$ cat config.mk
export PLATFORM = sky130hd
export DESIGN_NAME = freq_ctrl_dac_sequencer
export DESIGN_NICKNAME = d
export VERILOG_FILES = /design/src/inc/freq_ctrl_pkg.sv /design/src/core/freq_ctrl_dac_sequencer.sv
export SDC_FILE = /design/constraint.sdc
export NUM_CORES = 1
export LEC_CHECK = 0
export ABC_CLOCK_PERIOD_IN_PS = 3500
export BUFFER_PORTS_ARGS = -buffer_cell sky130_fd_sc_hd__buf_4
export CELL_PAD_IN_SITES_DETAIL_PLACEMENT = 0
export CELL_PAD_IN_SITES_GLOBAL_PLACEMENT = 1
export CORE_MARGIN = 8
export CORE_UTILIZATION = 34
export CTS_CLUSTER_SIZE = 40
export DETAILED_ROUTE_END_ITERATION = 6
export PLACE_DENSITY = 0.68
export SLEW_MARGIN = 20
export SYNTH_ARGS = -nofsm -noshare
export SYNTH_HDL_FRONTEND = slang
export SYNTH_SLANG_ARGS = --single-unit
$ cat constraint.sdc
create_clock -name clk_sys -period 3.5 [get_ports clk_sys]
set_input_delay 0.175 -clock clk_sys [delete_from_list [all_inputs] [get_ports clk_sys]]
set_output_delay 0.175 -clock clk_sys [all_outputs]
set_load 0.01 [all_outputs]
$ cat src/inc/freq_ctrl_pkg.sv
// Package for the frequency control converter sequencer.
// Assumes a peripheral word bus with byte addresses and 16-bit data in the low bits.
package freq_ctrl_pkg;
   localparam int unsigned ADDR_W        = 8;
   localparam int unsigned DATA_W        = 16;
   localparam int unsigned SAMPLE_W      = 13;
   localparam int unsigned NUM_VALUES    = 4;
   // Register byte offsets
   localparam logic [7:0]  OFS_CONFIG    = 8'h00;
   localparam logic [7:0]  OFS_VALUE_0   = 8'h04;
   localparam logic [7:0]  OFS_VALUE_1   = 8'h08;
   localparam logic [7:0]  OFS_VALUE_2   = 8'h0C;
   localparam logic [7:0]  OFS_VALUE_3   = 8'h10;
   localparam logic [7:0]  OFS_PERIOD    = 8'h14;
   // Config field positions
   localparam int unsigned BIT_IMMEDIATE = 0;
   localparam int unsigned BIT_WR_ACTIVE = 1;
   localparam int unsigned BIT_FORCE_PU  = 2;
   localparam int unsigned BIT_RD_ACTIVE = 3;
   localparam int unsigned CONFIG_W      = 4;
   // Reset values
   localparam logic [3:0]  CONFIG_RST    = 4'h0;
   localparam logic [12:0] PERIOD_RST    = 13'h00FF;
   localparam logic [12:0] SAMPLE_RST    = 13'h0000;
   // Quarter-bit tick: 48/13 us per quarter bit, about 3692.3 ns
   localparam int unsigned QBIT_NS_NUM   = 48000;
   localparam int unsigned QBIT_NS_DEN   = 13;
   localparam int unsigned CLK_PERIOD_NS = 10;
   localparam int unsigned QBIT_CYCLES   = QBIT_NS_NUM / (QBIT_NS_DEN * CLK_PERIOD_NS);
endpackage

$ cat src/core/freq_ctrl_dac_sequencer.sv
// Frequency control sequencer driving a 13-bit oscillator control converter.
// Assumes timer event inputs come from logic on clk_sys and register bus is
// a simple single-cycle select/write/read peripheral port.
// Notes on behaviour
// - Converter sample is thirteen bits wide
// - Event-valid strobe copies write buffers to active, save a slot written to active that cycle
// - Event pulse i loads active buffer i out
// - Converter always on or on for period
// - Immediate mode writes reach output at once
// - Leaving immediate mode keeps period, events restart it
// - Read-active bit selects active buffer for reads
// - Write-active bit selects active buffer for writes
// - Force-power bit keeps converter always powered
// - Immediate mode uses value zero write buffer only
// - Output buffer is zero until first update
// - Period field is thirteen bits, 0 to 8191
// - Either mode bit ignores period, stays powered
// - Neither bit: power for programmed period
// - Period resets to 255
module freq_ctrl_dac_sequencer #(
   parameter int unsigned QBIT_CYCLES = freq_ctrl_pkg::QBIT_CYCLES
) (
   input  wire logic        clk_sys,          // System clock, 100 MHz
   input  wire logic        rst_n,            // Asynchronous reset, active low
   input  wire logic        bus_sel,          // Register access request
   input  wire logic        bus_write,        // 1 write, 0 read
   input  wire logic [7:0]  bus_addr,         // Byte address
   input  wire logic [15:0] bus_wdata,        // Write data
   output logic      [15:0] bus_rdata,        // Read data, registered
   output logic             bus_ready,        // Access done pulse
   input  wire logic        event_valid_strobe, // Copy write to active buffers
   input  wire logic [3:0]  freq_event_pulse, // One-hot event per index
   output logic      [12:0] dac_sample,       // Converter sample
   output logic             converter_awake   // Converter powered, high
);
   localparam int unsigned N = freq_ctrl_pkg::NUM_VALUES;

   logic [3:0]  config_reg;
   logic [12:0] period_reg;
   logic [12:0] wr_buf [N];                    // No reset on purpose
   logic [12:0] act_buf [N];
   logic [12:0] sample_reg;
   logic [12:0] sample_next;
   logic [12:0] count_reg;
   logic [12:0] count_next;
   logic [15:0] tick_reg;
   logic        awake_reg;
   logic [15:0] rdata_reg;
   logic [15:0] rdata_next;
   logic        ready_reg;

   // Decode value register index; returns N when not a value register
   function automatic logic [2:0] value_index(input logic [7:0] a);
      logic [2:0] idx;
      idx = 3'(N);
      case (a)
         freq_ctrl_pkg::OFS_VALUE_0: idx = 3'h0;
         freq_ctrl_pkg::OFS_VALUE_1: idx = 3'h1;
         freq_ctrl_pkg::OFS_VALUE_2: idx = 3'h2;
         freq_ctrl_pkg::OFS_VALUE_3: idx = 3'h3;
         default:                    idx = 3'(N);
      endcase
      return idx;
   endfunction

   // One-hot slot mask from a value index; zero when no value register is hit
   function automatic logic [3:0] slot_onehot(input logic [2:0] idx);
      logic [3:0] hot;
      hot = 4'h0;
      case (idx)
         3'h0:    hot = 4'h1;
         3'h1:    hot = 4'h2;
         3'h2:    hot = 4'h4;
         3'h3:    hot = 4'h8;
         default: hot = 4'h0;
      endcase
      return hot;
   endfunction

   // Bus decode
   wire         wr_en       = bus_sel & bus_write;
   wire         rd_en       = bus_sel & ~bus_write;
   wire [2:0]   vidx        = value_index(bus_addr);
   wire         hit_value   = (vidx != 3'(N));
   wire         wr_config   = wr_en & (bus_addr == freq_ctrl_pkg::OFS_CONFIG);
   wire         wr_period   = wr_en & (bus_addr == freq_ctrl_pkg::OFS_PERIOD);

   // Mode bits, decoded once for every consumer
   wire         immediate   = config_reg[freq_ctrl_pkg::BIT_IMMEDIATE];
   wire         wr_active   = config_reg[freq_ctrl_pkg::BIT_WR_ACTIVE];
   wire         force_pu    = config_reg[freq_ctrl_pkg::BIT_FORCE_PU];
   wire         rd_active   = config_reg[freq_ctrl_pkg::BIT_RD_ACTIVE];
   wire         wr_value    = wr_en & hit_value;
   wire         wr_to_act   = wr_value & wr_active;
   wire         wr_to_wbuf  = wr_value & ~wr_active;
   wire [3:0]   slot_hot    = slot_onehot(vidx);
   wire [3:0]   wbuf_hit    = {4{wr_to_wbuf}} & slot_hot;
   wire [3:0]   act_hit     = {4{wr_to_act}} & slot_hot;
   wire [1:0]   vsel        = vidx[1:0];
   wire [12:0]  wdata13     = bus_wdata[12:0];

   // Converter power; either mode bit pins it on whatever the period says
   wire         always_on   = immediate | force_pu;
   wire         any_event   = |freq_event_pulse;
   wire         tick        = (tick_reg == 16'(QBIT_CYCLES - 1));
   wire         awake_next  = always_on | (count_next != 13'h0000);

   // Read mux; unmapped reads return zero
   wire [12:0]  val_rd      = rd_active ? act_buf[vsel] : wr_buf[vsel];
   always_comb
   begin
      rdata_next = 16'h0000;
      if (rd_en)
      begin
         case (bus_addr)
            freq_ctrl_pkg::OFS_CONFIG:
            begin
               rdata_next = {12'h000, config_reg};
            end
            freq_ctrl_pkg::OFS_PERIOD:
            begin
               rdata_next = {3'h0, period_reg};
            end
            freq_ctrl_pkg::OFS_VALUE_0,
            freq_ctrl_pkg::OFS_VALUE_1,
            freq_ctrl_pkg::OFS_VALUE_2,
            freq_ctrl_pkg::OFS_VALUE_3:
            begin
               rdata_next = {3'h0, val_rd};
            end
            default:
            begin
               rdata_next = 16'h0000;
            end
         endcase
      end
   end

   // Output sample selection; lowest index wins if the timer breaks the one-hot
   // promise, and immediate mode ignores timer events entirely
   always_comb
   begin
      sample_next = sample_reg;
      if (immediate)
      begin
         sample_next = wr_buf[0];
      end
      else if (freq_event_pulse[0])
      begin
         sample_next = act_buf[0];
      end
      else if (freq_event_pulse[1])
      begin
         sample_next = act_buf[1];
      end
      else if (freq_event_pulse[2])
      begin
         sample_next = act_buf[2];
      end
      else if (freq_event_pulse[3])
      begin
         sample_next = act_buf[3];
      end
   end

   // Period counter: reload on event, else count down on quarter-bit ticks.
   // Leaving immediate mode with always-on reloads so the converter stays up.
   always_comb
   begin
      count_next = count_reg;
      if (always_on)
      begin
         count_next = period_reg;
      end
      else if (any_event)
      begin
         count_next = period_reg;
      end
      else if (tick && count_reg != 13'h0000)
      begin
         count_next = count_reg - 13'h0001;
      end
   end

   // Control register; immediate alone keeps the converter powered, force power not needed
   always_ff @(posedge clk_sys or negedge rst_n)
   begin
      if (!rst_n)
      begin
         config_reg <= freq_ctrl_pkg::CONFIG_RST;
      end
      else if (wr_config)
      begin
         config_reg <= bus_wdata[freq_ctrl_pkg::CONFIG_W-1:0];
      end
   end

   // Power-up period; the full 13-bit range is accepted
   always_ff @(posedge clk_sys or negedge rst_n)
   begin
      if (!rst_n)
      begin
         period_reg <= freq_ctrl_pkg::PERIOD_RST;
      end
      else if (wr_period)
      begin
         period_reg <= bus_wdata[12:0];
      end
   end

   // Value slot 0; no reset on purpose. A direct active write beats the
   // strobe copy of the same slot so software data is not overwritten
   always_ff @(posedge clk_sys)
   begin
      if (wbuf_hit[0])
         wr_buf[0] <= wdata13;
      if (act_hit[0])
         act_buf[0] <= wdata13;
      else if (event_valid_strobe)
         act_buf[0] <= wr_buf[0];
   end

   // Value slot 1
   always_ff @(posedge clk_sys)
   begin
      if (wbuf_hit[1])
         wr_buf[1] <= wdata13;
      if (act_hit[1])
         act_buf[1] <= wdata13;
      else if (event_valid_strobe)
         act_buf[1] <= wr_buf[1];
   end

   // Value slot 2
   always_ff @(posedge clk_sys)
   begin
      if (wbuf_hit[2])
         wr_buf[2] <= wdata13;
      if (act_hit[2])
         act_buf[2] <= wdata13;
      else if (event_valid_strobe)
         act_buf[2] <= wr_buf[2];
   end

   // Value slot 3
   always_ff @(posedge clk_sys)
   begin
      if (wbuf_hit[3])
         wr_buf[3] <= wdata13;
      if (act_hit[3])
         act_buf[3] <= wdata13;
      else if (event_valid_strobe)
         act_buf[3] <= wr_buf[3];
   end

   // Quarter-bit tick divider; free running, so the first tick after an
   // event lands anywhere within one quarter bit
   always_ff @(posedge clk_sys or negedge rst_n)
   begin
      if (!rst_n)
      begin
         tick_reg <= 16'h0000;
      end
      else if (tick)
      begin
         tick_reg <= 16'h0000;
      end
      else
      begin
         tick_reg <= tick_reg + 16'h0001;
      end
   end

   // Output buffer
   always_ff @(posedge clk_sys or negedge rst_n)
   begin
      if (!rst_n)
         sample_reg <= freq_ctrl_pkg::SAMPLE_RST;
      else
         sample_reg <= sample_next;
   end

   // Power-up down-counter
   always_ff @(posedge clk_sys or negedge rst_n)
   begin
      if (!rst_n)
         count_reg <= 13'h0000;
      else
         count_reg <= count_next;
   end

   // Converter power, registered so the pin never glitches
   always_ff @(posedge clk_sys or negedge rst_n)
   begin
      if (!rst_n)
         awake_reg <= 1'b0;
      else
         awake_reg <= awake_next;
   end

   // Bus read data, one cycle after the request
   always_ff @(posedge clk_sys or negedge rst_n)
   begin
      if (!rst_n)
         rdata_reg <= 16'h0000;
      else
         rdata_reg <= rdata_next;
   end

   // Bus answer strobe; every access is answered, none is refused
   always_ff @(posedge clk_sys or negedge rst_n)
   begin
      if (!rst_n)
         ready_reg <= 1'b0;
      else
         ready_reg <= bus_sel;
   end

   assign dac_sample      = sample_reg;
   assign converter_awake = awake_reg;
   assign bus_rdata       = rdata_reg;
   assign bus_ready       = ready_reg;
endmodule

-- Yosys cells after proc, flatten, opt, wreduce, memory -nomap -nowiden
Memory sizes are Yosys's and may differ from the RTL's.
Index checks and enable logic that the tools add are counted.
- bitwise gates (word level): 17
- add/subtract/negate cells: 2
- mux-type cells: 52
- reduce and logical (&&, ||, !) cells: 11
- eq/ne operators: 10
- operator list (kind ; number):
    $mux W13 ; 17
    $pmux W13 S3 ; 1
    $reduce_or A13 Y1 ; 3
    $mux W1 ; 28
    $reduce_bool A13 Y1 ; 2
    $add A16 B1 Y16 const B ; 1
    $eq A16 B9 Y1 const B ; 1
    $eq A8 B4 Y1 const B ; 2
    $eq A8 B5 Y1 const B ; 2
    $mux W16 ; 1
    $pmux W4 S4 ; 1
    $sub A13 B1 Y13 const B ; 1
    $pmux W3 S4 ; 1
    $and A4 B4 Y4 ; 2
    $eq A8 B3 Y1 const B ; 1
    $logic_not A8 Y1 ; 1
    $reduce_or A4 Y1 ; 2
    $and A1 B1 Y1 ; 7
    $eq A3 B2 Y1 const B ; 2
    $mux W2 ; 3
    $or A1 B1 Y1 ; 6
    $reduce_bool A5 Y1 ; 1
    $eq A3 B1 Y1 const B ; 1
    $logic_not A3 Y1 ; 1
    other kinds (3) ; 4
- logic and storage cells: 102
- memories: 2
- memory bits (writable): 104
- output and inout bits: 31
- register bits: 77
- memories (memory ; words ; width ; read ports ; clocked after memory_dff ; wr ports ; RTL line ; RTL):
    act_buf ; 4 ; 13 ; 5 ; 0 ; 4 ; freq_ctrl_dac_sequencer.sv:41 ; logic [12:0] act_buf [N];
    wr_buf ; 4 ; 13 ; 5 ; 0 ; 1 ; freq_ctrl_dac_sequencer.sv:40 ; logic [12:0] wr_buf [N];

-- Depth between registers and ports, before layout
- depth in word-level cells: 12
- gate-level depth with buffers: 10
- mapped depth without buffers: 9

-- Worst setup path after synthesis
OpenSTA, ideal clock, no wires.
- path type: flip-flop to flip-flop
- start: register count_reg[4]
- end: register awake_reg (netlist: converter_awake)
- clock period less this slack: 2.486 ns
- stages on the path, launching flop included: 9
- arrival: 2.348 ns
- setup slack: 1.014 ns
- buffers on the path: 1
- library setup time: 0.138 ns
- path through: dfrtp_1 or4_1 buf_2 or4_4 o2111ai_4 xor2_1 o21ai_1 nor4_2 nand4_1
- word-level cells in the longest chain between the ends: 7
- RTL lines (element ; RTL line ; RTL):
    start: declaration ; freq_ctrl_dac_sequencer.sv:44 ; logic [12:0] count_reg;
    start signal: assignment ; freq_ctrl_dac_sequencer.sv:289 ; count_reg <= count_next;
    parallel branches: the longest is 2 deep, another holds $sub A13 B1 Y13 ; -- ;
    $mux W13 (*) ; freq_ctrl_dac_sequencer.sv:179 ; else if (tick && count_reg != 13'h0000)
    $mux W13 (*) ; freq_ctrl_dac_sequencer.sv:175 ; else if (any_event)
    $mux W13 (*) ; freq_ctrl_dac_sequencer.sv:171 ; if (always_on)
    via count_next[4] ; freq_ctrl_dac_sequencer.sv:45 ; logic [12:0] count_next;
    $reduce_bool A13 Y1 (*) ; freq_ctrl_dac_sequencer.sv:106 ; wire awake_next = always_on | (count_next != 13'h0000);
    $or A1 B1 Y1 (*) ; freq_ctrl_dac_sequencer.sv:106 ;
    via awake_next ; freq_ctrl_dac_sequencer.sv:106 ;
    end signal: assignment ; freq_ctrl_dac_sequencer.sv:298 ; awake_reg <= awake_next;
    end: declaration ; freq_ctrl_dac_sequencer.sv:47 ; logic awake_reg;
Mark *: on every way through the listed nets, which the timed path passes.
A chain may end at the register's enable or synchronous reset.

-- Final worst setup path
- start: register count_reg[4]
- end: register awake_reg (netlist: converter_awake)
- word-level cells in the longest chain between the ends: 7
- RTL lines (element ; RTL line):
    parallel branches: the longest is 2 deep, another holds $sub A13 B1 Y13 ; --
    $mux W13 (*) ; freq_ctrl_dac_sequencer.sv:179
    $mux W13 (*) ; freq_ctrl_dac_sequencer.sv:175
    $mux W13 (*) ; freq_ctrl_dac_sequencer.sv:171
    $reduce_bool A13 Y1 (*) ; freq_ctrl_dac_sequencer.sv:106
    $or A1 B1 Y1 (*) ; freq_ctrl_dac_sequencer.sv:106
    via awake_next ; freq_ctrl_dac_sequencer.sv:106
Marks and branches as above.

==> impl_metrics.ini <==
[worst_setup_path]
critical_path.reg2reg.endpoint = converter_awake$_DFF_PN0_
cp_max_fo = 7
worst_setup_path_end_kind = flip-flop
worstPathCellList = or4_1, nor4_1, a211o_1, a21boi_0, a21oi_1, nor4_2, nand4_1
timing.reg2reg.setup_slack_ns = 0.65
cp_slowest_cell = or4_1
cp_data_required_time_ns = 3.78
startpoint_class = flip-flop
crit_path_largest_cell_delay_ns = 0.65
cp-startpoint = count_reg[4]$_DFF_PN0_
arrival_time_worst_endpoint_ns = 3.13
worst_r2r_path_depth = 7
setup.worst_path.class = reg -> reg
worstReg2RegStart = count_reg[4]$_DFF_PN0_

[grt]
antenna_found_initial = 0
grt_util_all_layers = 0.137
grt_pass1_wl_um = 33000
grt_pass1_vias = 5703
grt_max_degree = 75
globalRoute.totalOverflow = 0

[power]
power_leakage_nw = 3.69
power.ir.vdd_worst_mv = 0.305
power_per_cell_area_mw_per_mm2 = 459

[route]
drt_iter0_markers = 601
detail_route.vias_per_cell = 5.18
drt_wl_total_um = 20000
drt_pass1_iterations = 6
drc_errors_left = 0
route.detailed.wl_per_inst_um = 18.2
number_of_vias_in_the_routed_layout = 5713
postRouteAntennaNets = 0

[clocking]
postCtsSetupBuffers = 0
clkTransAtPathRegs_ns = 0.07
tritoncts = built
insertion_delay_ns = 0.43
clock-sinks = 178
clock-root-buffer = clkbuf_16
cts.path.max_buffers = 2
cts-buffers-inserted = 17
h-tree-depth = 4

[sta]
slew_headroom = 0.372
fin_setup_tns_ns = 0
finClkSkew_ns = 0.00735
final-max-slew-violation-count = 0
maxClockFrequency_mhz = 351
final.period_utilization = 0.813
final-hold-violation-count = 0
setup-violations-final = 0
final.min_clock_period_ns = 2.85
max_slew.worst_pin.slew_ns = 0.942
fin_worst_hold_slack_ns = 0.00460
rsz0062_at_grt = false

[logic_synthesis]
synth_sequential_area_ratio = 0.596
yosys_most_used_dff = edfxtp_1
synth.distinct_cells = 53
netlist_area_sq_mm = 0.00836
postSynthAreaPerCell_sq_um = 11.9
synthTopCellsByArea = edfxtp_1 (37%), dfrtp_1 (20%), mux2_2 (9.3%)
synth_cells = 701
ys_async_sr_fraction = 0.416
yosysWarnings = 0
synth_largest_type_area_fraction = 0.373
synth_top_cell_by_area = edfxtp_1
synth.ff_latch_count = 178
synth_edf_count = 104

[status]
outcome = finished, final reports clean

[placement]
dp_hpwl_um = 14900
gp_congestion = 0.769
placement.io_buffers = 57
placed_cells_incl_taps = 1063

[die]
num_io_pins = 64
chipWidth_um = 173
floorplan.die.height_um = 173
std_cell_rows = 57
floorplan.core_area_sq_mm = 0.0242
die-area_sq_mm = 0.0299
initial_utilization = 0.345

[worst_hold_path]
hold_path.startpoint = bus_wdata[11]
worstHoldEndpoint = wr_buf[1][11]$_DFFE_PP_
hold_path.class = in -> reg
min_delay_path_depth = 1

[layout]
area.growth.synth_to_final_pct = 17.5
layoutNonFillerInstCount = 1102
antennaDiodeCount = 0
drive_gt1_frac = 0.248
nets = 802

[flow_run]
cap_viol_max_count = 0
metrics by stage:
stage          worst slack (ns)  total power [mW]  cell area, sq um   util
2_1_floorplan              1.01              2.56              8370      -
3_3_place_gp              0.696              2.72              9200  0.379
3_5_place_dp              0.663              2.72              9200  0.379
4_1_cts                   0.656              4.56              9830  0.405
5_1_grt                   0.428              4.69              9830  0.405
6_report                  0.655              4.51              9830  0.405
cell families after synthesis:
kind of cell,after synthesis,share of synthesized area
adder cells (fa/ha/maj),4,0.00598
XOR/XNOR,16,0.0168
buffers and inverters,51,0.0247
other,1,0.000448
multiplexers,98,0.128
AND/OR/NAND/NOR,216,0.127
AO/OA/AOI/OAI,137,0.102
flip-flops,178,0.596
routing by layer:
layer  vias up  share of wire  track usage
met2       121           0.48        0.216
met1      2818           0.47        0.188
met5         -              0            0
met4         0          0.011       0.0406
li1       2758              -            -
met3        16          0.040       0.0255
worst max-delay path: cells and delay by family, from the launching register on:
| family | cells | cell delay, ns |
|---|---|---|
| and+or+nand+nor | 4 | 1.54 |
| AOI/OAI and AO/OA | 3 | 0.70 |
| DFF | 1 | 0.45 |
cell usage after synthesis, drive strengths merged, types with 2 or more instances:
cell type / n
or3: 6
nor4b: 11
buf: 12
o221ai: 6
edfxtp: 104
dfrtp: 66
o22a: 6
o22ai: 21
nor3: 10
or4: 8
a21oi: 27
and4: 3
xnor2: 12
clkbuf: 32
o31ai: 3
nand3b: 2
o21bai: 4
nor4: 14
a31oi: 7
dfstp: 8
mux2i: 29
nand2: 49
and3: 4
nor2: 83
nand4b: 2
nand4: 6
inv: 7
nand3: 14
xor2: 4
ha: 4
a222oi: 3
a211oi: 2
mux2: 69
o21ai: 50
layout by cell type (no fill, tap or decap), types with 8 or more instances in the layout:
master	n
nor4b_1	11
clkbuf_16	17
a21oi_1	27
o21ai_0	44
buf_4	80
nor3_1	10
xnor2_1	12
mux2_2	69
dfrtp_1	66
nand2_1	49
dfstp_2	8
nor2_1	82
o22ai_1	21
mux2i_1	29
nor4_1	13
edfxtp_1	104
nand3_1	14
worst max path at each step:
stage | end | slack (ns) | cells past startpoint
floorplan | converter_awake$_DFF_PN0_ | 1.01 | 8
global placement | converter_awake$_DFF_PN0_ | 0.70 | 7
detailed placement | converter_awake$_DFF_PN0_ | 0.66 | 7
CTS | converter_awake$_DFF_PN0_ | 0.66 | 7
global route | converter_awake$_DFF_PN0_ | 0.43 | 7
finish | converter_awake$_DFF_PN0_ | 0.65 | 7
final cells by class:
class	count	area, sq um
clock buffers	18	429
clock inverters	14	130
fillers	2348	14400
inverters	7	26.3
multi-input cells	474	3180
flip-flops and latches	178	4980
well taps	324	405
repair buffers	87	671
what timing repair did:
item / CTS / global route
gates resized for setup: 0 / 0
endpoints found under the setup margin: 0 / 0
hold buffers: 7 / 0
endpoints found under the hold margin: 85 / 0
where the power goes:
| group | switching, mW | total [mW] | leakage (nW) | internal [mW] |
|---|---|---|---|---|
| clock network | 0.834 | 1.83 | 0.269 | 0.991 |
| logic | 0.190 | 0.340 | 1.49 | 0.150 |
| registers | 0.0459 | 2.34 | 1.93 | 2.30 |
Note: power is estimated with default switching activity, not from simulation.
